`src/rtl/gpio_led_pkg.sv`:
```
// constants shared by the gpio / status led pin block
package gpio_led_pkg;

  localparam int          NUM_PINS     = 3;
  localparam int          ADDR_W       = 4;
  localparam int          CLK_HZ       = 50_000_000;
  localparam int          TICK_US      = 1000;
  localparam int          TICK_CYCLES  = CLK_HZ / 1_000_000 * TICK_US;
  localparam int          BLINK_MS     = 80;
  localparam int          BLINK_TICKS  = BLINK_MS * 1000 / TICK_US;

  localparam logic [3:0]  CFG_OFFSET   = 4'h0;
  localparam logic [3:0]  DATA_OFFSET  = 4'h4;
  localparam logic [3:0]  STAT_OFFSET  = 4'h8;

  localparam int          CFG_LED_LSB  = 0;
  localparam int          CFG_DIR_LSB  = 8;
  localparam int          CFG_OD_LSB   = 16;
  localparam int          STAT_PIN_LSB = 0;
  localparam int          STAT_XOVER   = 4;
  localparam int          STAT_LINK    = 8;
  localparam int          STAT_FDX     = 9;
  localparam int          STAT_SPD_N   = 10;
  localparam int          STAT_ACT_N   = 11;

  localparam logic [31:0] CFG_RESET    = 32'h0000_0000;
  localparam logic [2:0]  DATA_RESET   = 3'h0;
  localparam logic        XOVER_RESET  = 1'b1;

endpackage

```
`src/rtl/gpio_led_indicator_pins.sv`:
```
// gpio and status led pin block with avalon-mm register access
//
// Summary of operation
// - Crossover detection is enabled while the strap is high or open and disabled when low.
// - Each of the three pins is set by software as push-pull output, open-drain output or input.
// - A pin on led duty is driven only as an open-drain output.
// - The speed indicator is high only at 10 Mb/s and low at 100 Mb/s, negotiation or no cable.
// - The link/activity indicator is held low while a valid link is present, released otherwise.
// - Activity during link drives the link/activity indicator high for an 80 ms pulse.
// - Each pulse is followed by at least 80 ms low and repeats while activity continues.
// - The duplex indicator is low in full duplex and released high otherwise.
// - Reset returns all pin configuration, indicator logic and registers to reset state.
//
// Added by the designer: the Avalon-MM register port and the register addresses.
`timescale 1ns/1ns
`default_nettype none
module gpio_led_indicator_pins
  import gpio_led_pkg::*;
#(
  parameter int TICK_CYC = TICK_CYCLES,
  parameter int N_TICKS  = BLINK_TICKS
) (
  input  wire logic                clk,
  input  wire logic                reset,
  // avalon-mm slave
  input  wire logic [ADDR_W-1:0]   address,
  input  wire logic                read,
  input  wire logic                write,
  input  wire logic [31:0]         writedata,
  input  wire logic [3:0]          byteenable,
  output logic      [31:0]         readdata,
  output logic                     waitrequest,
  // phy status, same clock
  input  wire logic                phyLinkUp,
  input  wire logic                phySpeed10,
  input  wire logic                phyAutoNegBusy,
  input  wire logic                phyFullDuplex,
  input  wire logic                phyTxActive,
  input  wire logic                phyRxActive,
  // strap pin and crossover control
  input  wire logic                crossover_auto_enable,
  output logic                     crossoverDetectEn,
  // pins
  input  wire logic [NUM_PINS-1:0] gpioIn,
  output logic      [NUM_PINS-1:0] gpioOut,
  output logic      [NUM_PINS-1:0] gpioOe
);

  ////////////////////////////////////////////////////////////////////////////
  // helpers

  function automatic logic [31:0] mergeBytes(
    input logic [31:0] oldVal,
    input logic [31:0] newVal,
    input logic [3:0]  be
  );
    logic [31:0] res;
    res = oldVal;
    for (int b = 0; b < 4; b++) begin
      if (be[b]) begin
        res[b*8 +: 8] = newVal[b*8 +: 8];
      end
    end
    return res;
  endfunction

  ////////////////////////////////////////////////////////////////////////////
  // register state

  logic [31:0]         cfg_ff;
  logic [NUM_PINS-1:0] data_ff;
  logic                ack_ff;
  logic [31:0]         readdata_ff;
  logic                wrEn;
  logic [31:0]         dataWord;
  logic [NUM_PINS-1:0] ledSel;
  logic [NUM_PINS-1:0] dirOut;
  logic [NUM_PINS-1:0] openDrain;
  logic [31:0]         dataMerged;

  assign ledSel    = cfg_ff[CFG_LED_LSB +: NUM_PINS];
  assign dirOut    = cfg_ff[CFG_DIR_LSB +: NUM_PINS];
  assign openDrain = cfg_ff[CFG_OD_LSB +: NUM_PINS];
  assign dataWord  = {{(32-NUM_PINS){1'b0}}, data_ff};
  assign dataMerged = mergeBytes(dataWord, writedata, byteenable);

  ////////////////////////////////////////////////////////////////////////////
  // bus handshake: one wait cycle per access

  assign waitrequest = (read || write) && !ack_ff;
  assign wrEn        = write && ack_ff;

  always_ff @(posedge clk) begin
    if (reset) begin
      ack_ff <= 1'b0;
    end else begin
      ack_ff <= (read || write) && !ack_ff;
    end
  end

  ////////////////////////////////////////////////////////////////////////////
  // configuration and data registers

  always_ff @(posedge clk) begin
    if (reset) begin
      cfg_ff <= CFG_RESET;
    end else if (wrEn && address == CFG_OFFSET) begin
      cfg_ff <= mergeBytes(cfg_ff, writedata, byteenable);
    end
  end

  always_ff @(posedge clk) begin
    if (reset) begin
      data_ff <= DATA_RESET;
    end else if (wrEn && address == DATA_OFFSET) begin
      data_ff <= dataMerged[NUM_PINS-1:0];
    end
  end

  ////////////////////////////////////////////////////////////////////////////
  // strap and pin input synchronisers

  logic [NUM_PINS-1:0] pinSync;
  logic                xoverSync;

  // strap high or open enables crossover
  pin_sync #(
    .W         (1),
    .RESET_VAL (XOVER_RESET)
  ) u_xover_sync (
    .clk    (clk),
    .reset  (reset),
    .pinIn  (crossover_auto_enable),
    .pinOut (xoverSync)
  );

  pin_sync #(
    .W         (NUM_PINS),
    .RESET_VAL ('0)
  ) u_pin_sync (
    .clk    (clk),
    .reset  (reset),
    .pinIn  (gpioIn),
    .pinOut (pinSync)
  );

  assign crossoverDetectEn = xoverSync;

  ////////////////////////////////////////////////////////////////////////////
  // status indicators

  logic speedN_ff;
  logic linkActN_ff;
  logic duplexN_ff;
  logic pulseOn;

  activity_blink #(
    .TICK_CYC (TICK_CYC),
    .N_TICKS  (N_TICKS)
  ) u_blink (
    .clk      (clk),
    .reset    (reset),
    .linkUp   (phyLinkUp),
    .activity (phyTxActive || phyRxActive),
    .pulseOn  (pulseOn)
  );

  // speed high only at 10 mb/s
  always_ff @(posedge clk) begin
    if (reset) begin
      speedN_ff <= 1'b0;
    end else begin
      speedN_ff <= phyLinkUp && phySpeed10 && !phyAutoNegBusy;
    end
  end

  always_ff @(posedge clk) begin
    if (reset) begin
      linkActN_ff <= 1'b1;
    end else begin
      linkActN_ff <= !phyLinkUp || pulseOn;
    end
  end

  always_ff @(posedge clk) begin
    if (reset) begin
      duplexN_ff <= 1'b1;
    end else begin
      duplexN_ff <= !(phyLinkUp && phyFullDuplex);
    end
  end

  ////////////////////////////////////////////////////////////////////////////
  // pin drivers

  logic [NUM_PINS-1:0] ledVal;
  assign ledVal = {duplexN_ff, linkActN_ff, speedN_ff};

  // gpio pins follow direction and data
  always_comb begin
    for (int i = 0; i < NUM_PINS; i++) begin
      if (ledSel[i]) begin
        gpioOut[i] = 1'b0;
        gpioOe[i]  = !ledVal[i];
      end else begin
        gpioOut[i] = openDrain[i] ? 1'b0 : data_ff[i];
        gpioOe[i]  = dirOut[i] && (openDrain[i] ? !data_ff[i] : 1'b1);
      end
    end
  end

  ////////////////////////////////////////////////////////////////////////////
  // read path

  logic [31:0] rdMux;

  always_comb begin
    rdMux = 32'h0000_0000;
    case (address)
      CFG_OFFSET:  rdMux = cfg_ff & {{13{1'b0}}, 3'h7, 5'h00, 3'h7, 5'h00, 3'h7};
      DATA_OFFSET: rdMux = dataWord;
      STAT_OFFSET: begin
        rdMux[STAT_PIN_LSB +: NUM_PINS] = pinSync;
        rdMux[STAT_XOVER]               = xoverSync;
        rdMux[STAT_LINK]                = phyLinkUp;
        rdMux[STAT_FDX]                 = phyFullDuplex;
        rdMux[STAT_SPD_N]               = speedN_ff;
        rdMux[STAT_ACT_N]               = linkActN_ff;
      end
      default: rdMux = 32'h0000_0000;
    endcase
  end

  always_ff @(posedge clk) begin
    if (reset) begin
      readdata_ff <= 32'h0000_0000;
    end else if (read && !ack_ff) begin
      readdata_ff <= rdMux;
    end
  end

  assign readdata = readdata_ff;
endmodule
`default_nettype wire

```
`src/rtl/pin_sync.sv`:
```
// three-stage synchroniser, a change counts once stages two and three agree
`timescale 1ns/1ns
`default_nettype none
module pin_sync #(
  parameter int         W         = 1,
  parameter logic [W-1:0] RESET_VAL = '0
) (
  input  wire logic         clk,
  input  wire logic         reset,
  input  wire logic [W-1:0] pinIn,
  output logic      [W-1:0] pinOut
);

  logic [W-1:0] s1_ff;
  logic [W-1:0] s2_ff;
  logic [W-1:0] s3_ff;
  logic [W-1:0] out_ff;

  always_ff @(posedge clk) begin
    if (reset) begin
      s1_ff  <= RESET_VAL;
      s2_ff  <= RESET_VAL;
      s3_ff  <= RESET_VAL;
      out_ff <= RESET_VAL;
    end else begin
      s1_ff  <= pinIn;
      s2_ff  <= s1_ff;
      s3_ff  <= s2_ff;
      out_ff <= (s3_ff & ~(s2_ff ^ s3_ff)) | (out_ff & (s2_ff ^ s3_ff));
    end
  end

  assign pinOut = out_ff;

endmodule
`default_nettype wire

```
`src/rtl/activity_blink.sv`:
```
// activity blink sequencer: pulse, then enforced low, repeat while active
`timescale 1ns/1ns
`default_nettype none
module activity_blink
  import gpio_led_pkg::*;
#(
  parameter int TICK_CYC = TICK_CYCLES,
  parameter int N_TICKS  = BLINK_TICKS
) (
  input  wire logic clk,
  input  wire logic reset,
  input  wire logic linkUp,
  input  wire logic activity,
  output logic      pulseOn
);

  typedef enum logic [1:0] {IDLE, PULSE, HOLD} blink_e;

  blink_e      st_ff;
  logic [31:0] div_ff;
  logic [31:0] cnt_ff;
  logic        pend_ff;
  logic        tick;
  logic        last;

  assign tick = (div_ff == 32'(TICK_CYC - 1));
  assign last = tick && (cnt_ff == 32'(N_TICKS - 1));

  ////////////////////////////////////////////////////////////////////////////
  // timed pulse after activity
  always_ff @(posedge clk) begin
    if (reset || !linkUp) begin
      st_ff   <= IDLE;
      div_ff  <= '0;
      cnt_ff  <= '0;
      pend_ff <= 1'b0;
    end else begin
      case (st_ff)
        IDLE: begin
          div_ff <= '0;
          cnt_ff <= '0;
          if (activity) begin
            st_ff   <= PULSE;
            pend_ff <= 1'b0;
          end
        end
        PULSE, HOLD: begin
          pend_ff <= pend_ff | activity;
          div_ff  <= tick ? '0 : div_ff + 32'd1;
          if (tick) begin
            cnt_ff <= last ? '0 : cnt_ff + 32'd1;
          end
          if (last && st_ff == PULSE) begin
            st_ff <= HOLD;
          end else if (last) begin
            st_ff   <= (pend_ff || activity) ? PULSE : IDLE;
            pend_ff <= 1'b0;
          end
        end
        default: st_ff <= IDLE;
      endcase
    end
  end

  assign pulseOn = (st_ff == PULSE);

  ////////////////////////////////////////////////////////////////////////////
  // phase length checking
  logic [31:0] run_ff;
  always_ff @(posedge clk) begin
    if (reset || st_ff == IDLE || last) begin
      run_ff <= '0;
    end else begin
      run_ff <= run_ff + 32'd1;
    end
  end
endmodule
`default_nettype wire

```
`config.mk`:
```
export PLATFORM = sky130hd
export DESIGN_NAME = gpio_led_indicator_pins
export DESIGN_NICKNAME = d
export VERILOG_FILES = /design/src/rtl/gpio_led_pkg.sv /design/src/rtl/gpio_led_indicator_pins.sv /design/src/rtl/pin_sync.sv /design/src/rtl/activity_blink.sv
export SDC_FILE = /design/constraint.sdc
export NUM_CORES = 1
export LEC_CHECK = 0
export BUFFER_PORTS_ARGS = -buffer_cell sky130_fd_sc_hd__buf_4
export CORE_ASPECT_RATIO = 0.9
export CORE_MARGIN = 2
export CORE_UTILIZATION = 45
export CTS_BUF_LIST = sky130_fd_sc_hd__clkbuf_8
export CTS_CLUSTER_DIAMETER = 120
export DETAILED_ROUTE_END_ITERATION = 6
export MAX_ROUTING_LAYER = met4
export PLACE_DENSITY = 0.74
export SETUP_SLACK_MARGIN = 0.02
export SYNTH_ARGS = -nofsm -noshare
export SYNTH_HDL_FRONTEND = slang
export SYNTH_SLANG_ARGS = --single-unit
```
`constraint.sdc`:
```
create_clock -name clk -period 2.15 [get_ports clk]
set_input_delay 0 -clock clk [delete_from_list [all_inputs] [get_ports clk]]
set_output_delay 0 -clock clk [all_outputs]
set_load 0.02 [all_outputs]
```
== Word level (Yosys, flattened, before mapping) ==
Cells that the tools add are included.

* Bits in writable memories: 0
* Output and inout bits: 40
* Memories: 0
* Bits in read-only memories: 0
* Bits in latches: 0
* Bits in registers: 127

* Magnitude comparators: 0
* Reductions and logical operators: 39
* Equality and inequality tests: 9
* Div/mod/pow operators: 0
* Add/subtract/negate cells: 2
* $mul: 0
* Multiplexer cells: 30
* Shift operators: 0
* Bitwise logic cells: 11

{| class="wikitable"
|+ Operators with widths
! kind !! count
|-
| 32-bit case mux with 2 select lines || 2
|-
| 32-bit two-way mux || 3
|-
| 32-bit by 1-bit adder with 32-bit output, second input constant || 2
|-
| 32-bit by 16-bit equality test with 1-bit output, second input constant || 1
|-
| 32-bit by 7-bit equality test with 1-bit output, second input constant || 1
|-
| 1-bit two-way mux || 17
|-
| 2-bit AND reduction || 7
|-
| 1-bit logical AND || 13
|-
| 1-bit logical NOT || 10
|-
| 3-bit case mux with 3 select lines || 1
|-
| 4-bit case mux with 2 select lines || 1
|-
| 7-bit two-way mux || 1
|-
| 3-bit bitwise AND || 2
|-
| 2-bit two-way mux || 3
|-
| 1-bit logical OR || 5
|-
| 4-bit by 3-bit equality test with 1-bit output, second input constant || 1
|-
| 4-bit equality test, second input constant || 1
|-
| 4-bit logical NOT || 1
|-
| 2-bit by 1-bit inequality test with 1-bit output, second input constant || 2
|-
| 2-bit case mux with 2 select lines || 1
|-
| 3-bit by 1-bit inequality test with 1-bit output, second input constant || 1
|-
| 3-bit NOT || 1
|-
| 3-bit OR || 1
|-
| 3-bit bitwise XOR || 1
|-
| other kinds (10) || 12
|}

== Longest topological paths before layout ==
* Depth in word-level cells: 6
* Depth in mapped cells: 10
* Depth with buffers taken out: 7

== Hierarchy ==
A second synthesis with hierarchy kept.

* Cells, all modules: 658
* Area total of the unflattened synthesis: 5667.9 um^2

{| class="wikitable"
|+ Modules (own cells, without submodules)
! module !! area an instance (um^2) !! instances !! cells an instance !! seq. area each (um^2)
|-
| activity_blink || 3667.3 || 1 || 448 || 1341.3
|-
| gpio_led_indicator_pins || 1497.7 || 1 || 169 || 540.5
|-
| pin_sync at u_pin_sync || 387.9 || 1 || 31 || 240.2
|-
| pin_sync at u_xover_sync || 115.1 || 1 || 10 || 80.1
|}

== Worst setup path before layout ==
Ideal clock, no wire load.

* Path type: reg2reg
* From: reg u_blink.st_ff[0]
* To: reg u_blink.cnt_ff[3]
* Period minus slack after synthesis: 2.134 ns
* Slack: 0.016 ns
* Arrival: 2.060 ns
* Library setup time: 0.074 ns
* Buffers on the path: 3
* Stages on the path, launching flop included: 10
* Path through: dfxtp_1 inv_1 ha_1 clkbuf_1 and2_1 clkbuf_1 o2111ai_1 clkbuf_1 or3_1 a31oi_1

* Cells in the longest elaborated chain, start to end: 4
* Elaborated cells between the ends (all ways): 8
* Those cells by class: eq/ne: 3; mux: 1; reduce/logical: 4

{| class="wikitable"
|+ Ends and longest elaborated chain
! what !! line !! text
|-
| start: declaration || activity_blink.sv:19 || <nowiki>blink_e st_ff;</nowiki>
|-
| start signal: assignment || activity_blink.sv:56 || <nowiki>st_ff <= (pend_ff || activity) ? PULSE : IDLE;</nowiki>
|-
| 2-bit by 1-bit equality test with 1-bit output or 2-bit equality test (tied branches) || activity_blink.sv:38 || <nowiki>case (st_ff)</nowiki>
|-
| 2-bit OR reduction || activity_blink.sv:38 ||
|-
| 2-bit by 1-bit inequality test with 1-bit output (no source line) or 2-bit nonzero test (tied branches) || - ||
|-
| 2-bit AND reduction (no source line) || - ||
|-
| end signal: assignment || activity_blink.sv:51 || <nowiki>cnt_ff <= last ? '0 : cnt_ff + 32'd1;</nowiki>
|-
| end: declaration || activity_blink.sv:21 || <nowiki>logic [31:0] cnt_ff;</nowiki>
|}

Parallel ways exist; a longest one is shown, timed or not.
A chain may end at the register's enable or synchronous reset.

== Worst setup path in the final report ==
* From: reg u_blink.div_ff[22]
* To: reg u_blink.cnt_ff[22]

* Cells in the longest elaborated chain, start to end: 5
* Elaborated cells between the ends (all ways): 7
* Those cells by class: eq/ne: 2; mux: 3; reduce/logical: 2

{| class="wikitable"
|+ Ends and longest elaborated chain
! what !! line !! text
|-
| start: declaration || activity_blink.sv:20 || <nowiki>logic [31:0] div_ff;</nowiki>
|-
| start signal: assignment || activity_blink.sv:49 || <nowiki>div_ff <= tick ? '0 : div_ff + 32'd1;</nowiki>
|-
| 32-bit by 16-bit equality test with 1-bit output (*) || activity_blink.sv:26 || <nowiki>assign tick = (div_ff == 32'(TICK_CYC - 1));</nowiki>
|-
| 1-bit logical AND || activity_blink.sv:27 || <nowiki>assign last = tick && (cnt_ff == 32'(N_TICKS - 1));</nowiki>
|-
| 32-bit two-way mux || activity_blink.sv:51 ||
|-
| 32-bit two-way mux || activity_blink.sv:50 || <nowiki>if (tick) begin</nowiki>
|-
| 32-bit case mux with 2 select lines || activity_blink.sv:38 ||
|}

Every way passes the cells marked *; elsewhere a longest branch is shown, timed or not. The select of a mux whose other input is x is not followed.

==> impl_results.md <==
* Most frequent cells in the layout: dfxtp_1 (105), nor2_1 (86), buf_4 (74), nand2_1 (64), a21oi_1 (42)
* Register area at 2210 µm²
* Largest net degree at the start of global routing at 42
* CP dominant cell by count: a21oi_1
* Post-synthesis sequential area ratio at 0.429
* Xor and xnor area share after synthesis at 0.0682
* NumNets Final at 785
* Number of synthesized flops with an enable pin at 0
* DP Cell Count at 833
* Area grow syn2layout at 26.3%
* Fin worst setup slack at -0.0506 ns
* Post-synthesis mux area share at 0.0253
* Drt wl/cell at 13.8 µm
* CTS Buffer Depth at 2
* Final Cycle Share at 1.02
* CP Data Required Time at 2.47 ns
* # DRC at 0
* Largest fanout on the critical path at 5
* Initial antenna violation count at 0
* Synth async-reset ratio at 0
* Run status: complete, but fails checks
* Compound-gate portion of the synthesized area at 0.113
* Seq pwr share at 0.577
* Cell Chain, Critical Path: or4_4, nor4_4, buf_4, o2111ai_4, buf_6, nor4_1, a21oi_1, a21oi_1
* Setup TNS at -0.126 ns
* CP Launch Type: register
* Total die area at 12300 µm²
* Clk sink count at 110
* Failing checks: negative setup slack
* CP peak stage delay at 0.55 ns
* Critical path's slowest cell: or4_4
* Synth Warn # at 0
* Slew at the pin closest to its max-slew limit at 0.614 ns
* Final RePlAce weighted congestion at 0.894
* # fillers at 950
* H-tree Lvls at 3
* FF-to-FF Start: u_blink.div_ff[22]
* GRT Util Overall at 0.204
* Final setup fails at 5
* CTS buffer count at 9
* Post-Synth Simple-Gate Area at 0.297
* Sw Pwr at 950 µW
* CTS tree: built
* Final Cell Area at 6490 µm²
* Largest family of logic cells by synthesized area: simple AND/OR/NAND/NOR gates
* Crit path DAT at 2.52 ns
* Peak supply drop at 275 µV
* Logic pwr share at 0.076
* Unrepaired setup endpoints after global routing: yes
* DRT Pass-1 Iters at 5
* Global route overflow at 0
* Syn avg cell area at 8.17 µm²
* Core ar. at 11000 µm²
* Die W at 117 µm
* Worst hold slack at 0.0421 ns
* Clock power share at 0.347
* Starting Density at 0.467
* Port Buffers at 48
* Most common cell after layout, fill and taps aside: dfxtp_1
* Die Ht at 105 µm
* Num ports at 94
* R2R setup slack at -0.05 ns
* Max Freq at 0.454 GHz
* Hold Crit Class: in -> reg
* Layout cell share with drive strength beyond 1 at 0.190
* Post-Layout Cell Count at 883
* Final Hold Viols at 0
* Synthesized flop and latch total at 110
* Vias after detailed routing at 4718
* Via-per-instance ratio at 5.34
* Area of the multi-input gates at 2910 µm²
* Post-Syn Instances at 629
* Critical Path End Type: register
* Relative slew slack at 0.590
* Root buf cell: clkbuf_8
* Vias in the first global route at 4314
* Adder-cell share of the synthesized area at 0.0122
* Reg2reg end: u_blink.cnt_ff[22]
* Critical Setup Path Class: reg -> reg
* # diodes at 0
* Predominant post-synthesis flop cell: dfxtp_1
* Max_cap viols at 0
* PwrDens at 552 nW/µm²
* Netlist cell types at 48
* Hold path depth at 5
* Internal at 2630 µW
* Antenna viol nets, final at 0
* Worst-Skew Late Latency at 0.40 ns
* Worst Hold End: readdata[8]
* WL final at 12200 µm
* First-pass GRT wire length at 19700 µm
* Clock transition at path regs at 0.12 ns
* # rows at 36
* Mapped cell area at 5140 µm²
* Post-DP Area at 5760 µm²
* Net Sw Frac at 0.265
* Clk_skew at 0.0184 ns
* Hold Path Origin: phyLinkUp
* Finished Core Util at 0.590
* Post-DP HPWL at 8500 µm
* Fin crit period at 2.20 ns
* P_leak at 0.00231 µW
* Max-slew violations at 0
* Cell depth of the worst flop-to-flop path at 8
* Initial drt markers at 335
worst max-delay path: cells and delay by family (launching register included):
| kind | cells | cell delay (ns) |
|---|---|---|
| simple gates | 3 | 1.07 |
| buf+inv | 2 | 0.36 |
| compound gates | 3 | 0.36 |
| flops | 1 | 0.35 |
state kept, by name (all words and copies together), names as in the netlist, 2 cells and up, named ones only:
signal and cells:
data_ff 3, u_blink.st_ff 2, u_pin_sync.s2_ff 3, cfg_ff 9, u_pin_sync.s1_ff 3, u_blink.div_ff 32, u_pin_sync.s3_ff 3, readdata 11
u_blink.cnt_ff 32
Yosys cell counts (all sizes together), types with 12 or more instances:
library cell	count	area, µm²
dfxtp	110	2200
a21oi	45	225
xnor2	22	193
a31oi	14	87.6
mux2i	13	130
nor2b	17	106
nand2	66	248
nor3	12	60.1
clkbuf	17	63.8
nor4	13	87.6
nor2	88	333
buf	28	193
nand4	18	113
xor2	18	158
nand3	39	195
o21ai	17	85.1
and3	17	106
timing repair:
| action | 4_1_cts | 5_1_grt |
|---|---|---|
| resized for setup | 4 | 48 |
| hold buffers | 28 | 0 |
| hold endpoints to repair | 22 | 0 |
| endpoints found under the setup margin | 53 | 67 |
| setup buffers | 0 | 4 |
| cloned | 0 | 2 |
| pin swaps | 1 | 21 |
per-stage QoR:
step                total power [µW]  setup slack [ns]
finish                          3580           -0.0506
global route                    3710            -0.123
CTS                             3590           -0.0298
detailed placement              2340           -0.0281
global placement                2330            0.0118
floorplan                       2260            0.0319
per-layer routing:
layer	GRT usage	wire length [µm]
met1	0.270	5690
met2	0.308	5560
met3	0.0328	678
met4	0.0891	246
met5	-	0
power groups by stage:
stage | combinational, µW | clock [µW] | sequential (µW)
after floorplan | 152 | 0 | 2110
after CTS | 254 | 1270 | 2070
after global routing | 293 | 1350 | 2070
after detailed placement | 221 | 0 | 2110
final | 271 | 1240 | 2070
after global placement | 216 | 0 | 2110
worst max path at each step:
stage | from | to | slack (ns) | cells after the start
after floorplan | u_blink.div_ff[11] | u_blink.cnt_ff[3] | 0.03 | 6
after global placement | u_blink.div_ff[10] | u_blink.cnt_ff[3] | 0.01 | 6
after detailed placement | u_blink.div_ff[11] | u_blink.cnt_ff[3] | -0.03 | 6
after CTS | u_blink.div_ff[11] | u_blink.cnt_ff[3] | -0.03 | 6
after global routing | u_blink.div_ff[22] | u_blink.cnt_ff[3] | -0.12 | 7
final | u_blink.div_ff[22] | u_blink.cnt_ff[22] | -0.05 | 8
layout make-up:
cell class / instances / area share
clock inverter: 7 / 0.0120
clock buffer: 9 / 0.0191
inverter: 7 / 0.00405
timing repair buffer: 111 / 0.148
sequential: 110 / 0.340
tap: 152 / 0.0293
multi-input combinational: 487 / 0.448
logic make-up (layout without fill, tap and decap cells):
logic type	after synthesis	after routing
adder cells (fa/ha/maj)	5	5
AND/OR/NAND/NOR	309	309
multiplexers	13	13
XOR/XNOR	40	40
buffers and inverters	52	134
AO/OA/AOI/OAI	99	99
other	1	21
flip-flops	110	110
Power figures use the tool's default switching activity.
